<file path="config.mk">
export PLATFORM = sky130hd
export DESIGN_NAME = battery_protection_fsm
export DESIGN_NICKNAME = d
export VERILOG_FILES = /design/src/logic/prot_pkg.sv /design/src/logic/battery_protection_fsm.sv
export SDC_FILE = /design/constraint.sdc
export NUM_CORES = 1
export LEC_CHECK = 0
export ABC_AREA = 1
export BUFFER_PORTS_ARGS = -buffer_cell sky130_fd_sc_hd__buf_4
export CORE_MARGIN = 1.5
export CORE_UTILIZATION = 45
export CTS_CLUSTER_DIAMETER = 40
export CTS_CLUSTER_SIZE = 40
export DETAILED_ROUTE_END_ITERATION = 8
export PLACE_DENSITY = 0.73
export SYNTH_ARGS = -nofsm -noshare
export SYNTH_HDL_FRONTEND = slang
export SYNTH_SLANG_ARGS = --single-unit
</file>
<file path="constraint.sdc">
create_clock -name clk -period 1.4 [get_ports clk]
set_input_delay 0.28 -clock clk [delete_from_list [all_inputs] [get_ports clk]]
set_output_delay 0.28 -clock clk [all_outputs]
set_load 0.01 [all_outputs]
</file>
<file path="src/logic/prot_pkg.sv">
// constants for the cell protection state machine
package prot_pkg;
    // delay oscillator and delay figures
    localparam int OSC_HZ = 3500;
    localparam int CLK_HZ = 40000000;
    localparam int OVERCHARGE_DELAY_MS = 100;
    localparam int OVERDISCHARGE_DELAY_MS = 25;
    localparam int OVERCURRENT_DELAY_MS = 10;
    localparam int SHORT_DELAY_US = 500;
    // oscillator divider in clk cycles, rounded down
    localparam int OSC_DIV = CLK_HZ / OSC_HZ;
    // delays in oscillator ticks, rounded down to stay inside the typical figure
    localparam int OVERCHARGE_TICKS = OVERCHARGE_DELAY_MS * OSC_HZ / 1000;
    localparam int OVERDISCHARGE_TICKS = OVERDISCHARGE_DELAY_MS * OSC_HZ / 1000;
    localparam int OVERCURRENT_TICKS = OVERCURRENT_DELAY_MS * OSC_HZ / 1000;
    localparam int SHORT_TICKS = SHORT_DELAY_US * OSC_HZ / 1000000;
    localparam int TICK_W = 16;

    typedef enum logic [2:0] {
        ST_START = 3'b000,
        ST_NORMAL = 3'b001,
        ST_OVERCURRENT = 3'b010,
        ST_OVERCHARGE = 3'b011,
        ST_OVERDISCHARGE = 3'b100
    } prot_state_type;
endpackage

</file>
<file path="src/logic/battery_protection_fsm.sv">
// protection state machine driving charge and discharge gates
// What this block does
// - normal keeps both gates on, charge gate only with no abnormal charge and no zero volt cell
// - sustained overcurrent turns discharge gate off
// - pulldown on sense pin during overcurrent
// - overcurrent ends when sense falls back
// - sustained overcharge turns charge gate off
// - no charger: release below release threshold
// - load plus below overcharge releases overcharge
// - overcurrent detection off above overcharge threshold
// - charger keeps overcharge until charger removed
// - overdischarge qualified for its delay
// - short qualified for short delay
// - start state exits on grounded sense or charger
// - delays count a slow internal oscillator
// - sustained undervoltage turns discharge gate off
// - sustained charger current turns charge gate off
// - zero volt cell forces charge gate off
module battery_protection_fsm
    import prot_pkg::*;
#(
    parameter int OSC_DIVIDE = OSC_DIV,
    parameter int OVERCHARGE_LEN = OVERCHARGE_TICKS,
    parameter int OVERDISCHARGE_LEN = OVERDISCHARGE_TICKS,
    parameter int OVERCURRENT_LEN = OVERCURRENT_TICKS,
    parameter int SHORT_LEN = SHORT_TICKS
) (
    input wire logic clk,
    input wire logic rstn,
    input wire logic cell_above_overcharge,
    input wire logic cell_below_release,
    input wire logic cell_below_overdischarge,
    input wire logic cell_below_zero_volt,
    input wire logic sense_above_overcurrent,
    input wire logic sense_above_short,
    input wire logic sense_below_charger,
    input wire logic sense_near_ground,
    output logic charge_gate,
    output logic discharge_gate,
    output logic sense_pulldown
);

////////////////////////////////////////////////////////////////////////////////
    // two-stage synchronisers; stage one is read only by stage two
    logic [7:0] sync1;
    logic [7:0] sync2;
    always_ff @(posedge clk) begin
        if (!rstn) begin
            sync1 <= 8'h00;
            sync2 <= 8'h00;
        end else begin
            sync1 <= {cell_above_overcharge, cell_below_release, cell_below_overdischarge,
                      cell_below_zero_volt, sense_above_overcurrent, sense_above_short,
                      sense_below_charger, sense_near_ground};
            sync2 <= sync1;
        end
    end
    wire over_chg = sync2[7];
    wire below_rel = sync2[6];
    wire below_od = sync2[5];
    wire zero_volt = sync2[4];
    wire over_cur = sync2[3];
    wire short_cur = sync2[2];
    wire charger = sync2[1];
    wire sense_gnd = sync2[0];

////////////////////////////////////////////////////////////////////////////////
    // oscillator tick every OSC_DIVIDE clk cycles, so delays scale with the clk period
    logic [TICK_W-1:0] osc_cnt;
    wire tick = (osc_cnt == TICK_W'(OSC_DIVIDE - 1));
    always_ff @(posedge clk) begin
        if (!rstn || tick) osc_cnt <= '0;
        else osc_cnt <= osc_cnt + 1'b1;
    end

    // one qualifying counter per detection; 'done' once held for len ticks
    function automatic logic [TICK_W-1:0] step(input logic cond, input logic [TICK_W-1:0] cnt,
                                               input logic tk, input logic [TICK_W-1:0] len);
        if (!cond) step = '0;
        else if (tk && cnt < len) step = cnt + 1'b1;
        else step = cnt;
    endfunction

    prot_state_type state, next_state;
    logic [TICK_W-1:0] oc_cnt, od_cnt, cur_cnt, sh_cnt, ab_cnt;
    wire cur_enable = !over_chg;
    wire oc_cond = (state == ST_NORMAL) && over_chg;
    wire od_cond = (state == ST_NORMAL) && below_od;
    wire cur_cond = (state == ST_NORMAL) && cur_enable && over_cur;
    wire sh_cond = (state == ST_NORMAL) && cur_enable && short_cur;
    wire ab_cond = (state == ST_NORMAL) && charger && discharge_gate;
    wire oc_done = (oc_cnt == TICK_W'(OVERCHARGE_LEN));
    wire od_done = (od_cnt == TICK_W'(OVERDISCHARGE_LEN));
    wire cur_done = (cur_cnt == TICK_W'(OVERCURRENT_LEN));
    wire sh_done = (sh_cnt == TICK_W'(SHORT_LEN));
    wire ab_done = (ab_cnt == TICK_W'(OVERCHARGE_LEN));
    always_ff @(posedge clk) begin
        if (!rstn) begin
            oc_cnt <= '0;
            od_cnt <= '0;
            cur_cnt <= '0;
            sh_cnt <= '0;
            ab_cnt <= '0;
        end else begin
            oc_cnt <= step(oc_cond, oc_cnt, tick, TICK_W'(OVERCHARGE_LEN));
            od_cnt <= step(od_cond, od_cnt, tick, TICK_W'(OVERDISCHARGE_LEN));
            cur_cnt <= step(cur_cond, cur_cnt, tick, TICK_W'(OVERCURRENT_LEN));
            sh_cnt <= step(sh_cond, sh_cnt, tick, TICK_W'(SHORT_LEN));
            ab_cnt <= step(ab_cond, ab_cnt, tick, TICK_W'(OVERCHARGE_LEN));
        end
    end

////////////////////////////////////////////////////////////////////////////////
    // charger seen while in overcharge; cleared only on leaving overcharge
    logic chg_latched;
    always_ff @(posedge clk) begin
        if (!rstn || state != ST_OVERCHARGE) chg_latched <= 1'b0;
        else if (charger) chg_latched <= 1'b1;
    end
    // abnormal charge latch; released once sense leaves charger range
    logic abnormal;
    always_ff @(posedge clk) begin
        if (!rstn) abnormal <= 1'b0;
        else if (ab_done) abnormal <= 1'b1;
        else if (!charger) abnormal <= 1'b0;
    end

    always_comb begin
        next_state = state;
        unique case (state)
            ST_START: if (sense_gnd || charger) next_state = ST_NORMAL;
            ST_NORMAL: begin
                if (cur_done || sh_done) next_state = ST_OVERCURRENT;
                else if (od_done) next_state = ST_OVERDISCHARGE;
                else if (oc_done) next_state = ST_OVERCHARGE;
            end
            ST_OVERCURRENT: if (!over_cur) next_state = ST_NORMAL;
            ST_OVERCHARGE: begin
                if (chg_latched || charger) begin
                    if (!charger && chg_latched) next_state = ST_NORMAL;
                end else if (below_rel) next_state = ST_NORMAL;
                else if (!over_chg && over_cur) next_state = ST_NORMAL;
            end
            ST_OVERDISCHARGE: if (!below_od) next_state = ST_NORMAL;
            default: next_state = ST_START;
        endcase
    end
    always_ff @(posedge clk) begin
        if (!rstn) state <= ST_START;
        else state <= next_state;
    end

////////////////////////////////////////////////////////////////////////////////
    wire dis_on = (state == ST_NORMAL) || (state == ST_OVERCHARGE);
    wire chg_on = (state != ST_OVERCHARGE) && !abnormal && !zero_volt;
    always_ff @(posedge clk) begin
        if (!rstn) begin
            charge_gate <= 1'b0;
            discharge_gate <= 1'b0;
            sense_pulldown <= 1'b0;
        end else begin
            charge_gate <= chg_on;
            discharge_gate <= dis_on;
            sense_pulldown <= (next_state == ST_OVERCURRENT);
        end
    end
endmodule // battery_protection_fsm

</file>
==> results by group <==
GRT
  • First-pass GRT wire length: 20020 um
  • Global Route Usage Sum: 21.49%
  • Total congestion overflow: 0
  • Antenna violations before repair: 0
  • Busiest layer in global routing: met2
  • Fraction of met2 tracks used by global routing: 37.68%
  • Met1 Usage GRT: 24.30%
  • Pin count of the biggest net entering global routing: 19
  • Vias in the first global route: 4674
  • Global Route met3 Usage: 5.559%

Worst setup path
  • Type of destination of the critical path: flop
  • Data required time of the worst path: 1.71 ns
  • FF-to-FF setup slack: -0.19 ns
  • Reg2Reg Capture Point: cur_cnt[4]
  • Worst path most repeated cell: nor2_4
  • Startpoint of the most critical register-to-register path: osc_cnt[0]
  • Critical Path AT: 1.90 ns
  • Critical path type: flop to flop
  • Max FO, Critical Path: 5
  • Largest incremental delay on the critical path: 0.35 ns
  • Slowest stage cell, crit path: dfxtp_2
  • Series of cell instances along the critical path: ha_4 > inv_4 > nor2_4 > nand3_2 > nor2_4 > nand2_4 > nor3_4 > nand3_1 > nand2_1 > nor2_1
  • Worst Path Buf+Inv: 1
  • CP top delay family: simple AND/OR/NAND/NOR gates
  • Startpoint type of the worst setup path: flop
  • Length in cells of the worst reg-to-reg path: 10

Synth
  • Number of synthesized register bits: 120
  • Synth Instances: 697
  • Leading cell types by total area after synthesis: dfxtp_1 47%, nor2_1 9.4%, inv_1 9.2%, nand2_1 8.8%, a21oi_1 4.2%
  • Async SR Flop Fraction: 0%
  • Most frequently used cell type in the post-synthesis netlist: nor2_1
  • Library cell occupying the most area in the post-synthesis netlist: dfxtp_1
  • Most common flop cell mapped by yosys: dfxtp_1
  • Syn nets: 717
  • Area share of the leading cell type in the synthesized netlist: 47.34%
  • Yosys warning count: 0
  • Sequential-to-total area share from yosys stat: 47.34%
  • Commonest cells in the synthesized netlist: 127 x nor2_1, 124 x inv_1, 120 x dfxtp_1
  • Avg Synthesized Cell Area: 7.281 um^2
  • Number of enable flip-flop cells after synthesis: 0
  • Number of distinct library cells after synthesis: 30
  • Total standard cell area after synthesis: 0.005075 mm^2

Clock tree
  • CTS Root Buffer Type: clkbuf_16
  • Clock transition time at the flip-flop clock pins of the worst setup and hold paths: 0.05 ns
  • TritonCTS clock tree: yes
  • Number of buffers between clock root and the deepest sink: 2
  • H-tree level count: 4
  • Sink count of the clock tree: 120
  • Total of hold buffers inserted after clock tree synthesis: 0
  • Total CTS buffers: 17
  • Clock latency on the worst-skew pair: 0.41 ns

Timing
  • Max-slew headroom: 59.81%
  • Final critical-path setup slack: -0.1927 ns
  • Max Clk Rate: 627.9 MHz
  • Final hold violations: 0
  • Unrepaired setup endpoints after global routing: yes
  • Clock period minus final worst setup slack: 1.593 ns
  • Maximum clock skew at final layout: 0.008989 ns
  • Slew @ Worst Pin: 0.6022 ns
  • Final period utilization: 113.8%
  • Setup-violating endpoint count in the final report: 55
  • Fin. max-slew vios: 0

Place
  • Port Buffer Count: 12
  • Routability cong.: 0.8629
  • HPWL reported at the end of detailed placement: 7699 um

Floorplanning
  • Core ar.: 0.01094 mm^2
  • Number of cell rows: 38
  • Die width: 109.2 um
  • Starting density of the core: 46.41%
  • Number of placed I/O pins: 13
  • Area of the die: 0.01192 mm^2
  • Die Y-Extent: 109.2 um

Drt
  • Detailed-route wire length per cell: 13.20 um
  • Detailed-route via count: 4786
  • # DRC: 0
  • Overall routed net length: 12540 um
  • First drt pass iteration count: 5
  • Number of DRC violations after detailed-routing iteration 0: 232
  • Remaining antenna violation count after routing: 0
  • Ratio of routed vias to standard cells: 5.038

Final layout
  • Synth-to-layout area growth: 40.34%
  • Total inserted antenna cells: 0
  • Final Net Count: 819
  • Share of layout cells above drive strength 1: 31.36%
  • Layout fillers: 865
  • Footprint of the multi-input gates: 0.002638 mm^2
  • Register area: 0.002420 mm^2
  • Utilization after layout: 65.13%

Hold path
  • Min-delay src: sense_below_charger
  • HP Class: primary input to flop
  • Worst hold path cell count: 3
  • Hold-critical path endpoint: sync1[1]

Run status
  • Run status: finished with violations
  • Violations in the final reports: negative setup slack

Power
  • Power density relative to cell area: 1162 mW/mm^2
  • Reported leakage power: 2.875 nW
  • IR Drop Worst-Case VDD: 782.9 uV
  • Sum of internal, switching and leakage power: 8.273 mW

Job
  • Count of max-cap constraint violations: 0
-- area by class of cell --
cell class,count,area share [%]
sequential,120,33.98
inverter,126,6.676
multi-input combinational,440,37.03
clock buffer,22,6.940
clock inverter,8,2.003
timing repair buffer,94,10.91
tap,140,2.460
-- metrics by stage --
step                      area (um^2)  setup slack, ns  cells  hold slack, ns  setup TNS, ns
after floorplan                  5097         -0.02596    697          0.3752       -0.02596
after global placement           5834          -0.2100    909          0.3962         -5.097
after detailed placement         5834          -0.3123    909          0.3984         -7.728
after CTS                        6823          -0.1705    947         0.04108         -3.646
after global routing             7122          -0.2587    950         0.05989         -11.51
final                            7122          -0.1927    950         0.05220         -6.348
-- worst reg2reg max path, stage by stage (launching register included) --
cell,delay [ns]
dfxtp_2,0.35
ha_4,0.15
inv_4,0.05
nor2_4,0.09
nand3_2,0.11
nor2_4,0.16
nand2_4,0.12
nor3_4,0.21
nand3_1,0.12
nand2_1,0.08
nor2_1,0.04
-- per-layer routing --
metal | routed length (um) | part of all wire (%)
met5 | 0 | 0
met4 | 306 | 2.4
met3 | 705 | 5.6
met2 | 6517 | 52
met1 | 5009 | 40
-- cells by family after synthesis --
family          synth area share, %
flops                         47.34
compound gates                6.065
simple gates                  30.15
xor+xnor                      3.452
fa+ha+maj                     2.465
buf+inv                       10.53
-- what timing repair did --
action,CTS,global route
setup endpoints to repair,53,61
gates cloned,1,0
resized for setup,69,87
pin swaps,37,29
setup buffers,7,4
-- worst max-delay path by stage --
stage | cells past startpoint | to | slack, ns | from
floorplan | 9 | cur_cnt[0] | -0.03 | osc_cnt[1]
global placement | 8 | od_cnt[0] | -0.21 | osc_cnt[1]
detailed placement | 8 | oc_cnt[3] | -0.31 | osc_cnt[1]
CTS | 9 | ab_cnt[2] | -0.17 | osc_cnt[0]
global route | 10 | sh_cnt[1] | -0.26 | osc_cnt[0]
finish | 10 | cur_cnt[4] | -0.19 | osc_cnt[0]
-- registers in the layout, summed over array words and instances, names as in the netlist, 3 cells and up --
name     flops
ab_cnt      16
cur_cnt     16
oc_cnt      16
od_cnt      16
osc_cnt     16
sh_cnt      16
state        3
sync1        8
sync2        8
-- cells in the final DEF (no fill, tap or decap), types with 6 or more instances in the layout --
cell type	instances
nor2_4	14
a21oi_2	14
dfxtp_1	106
nor2_1	98
nand2_4	8
clkbuf_16	17
nand3_1	29
inv_2	9
a21oi_1	29
dfxtp_2	14
nand4_1	25
xor2_1	16
nand3_2	10
inv_1	116
buf_4	84
nand2_1	94
nand2_2	20
nor3_1	16
nor2_2	21
ha_1	6
-- power by group --
part	switching (mW)	internal, mW	leakage, nW	total [mW]
Combinational	0.0777	0.0703	1.58	0.148
Clock	1.47	3.18	0.314	4.65
Sequential	0.0221	3.45	0.977	3.48
Power figures use the tool's default switching activity.
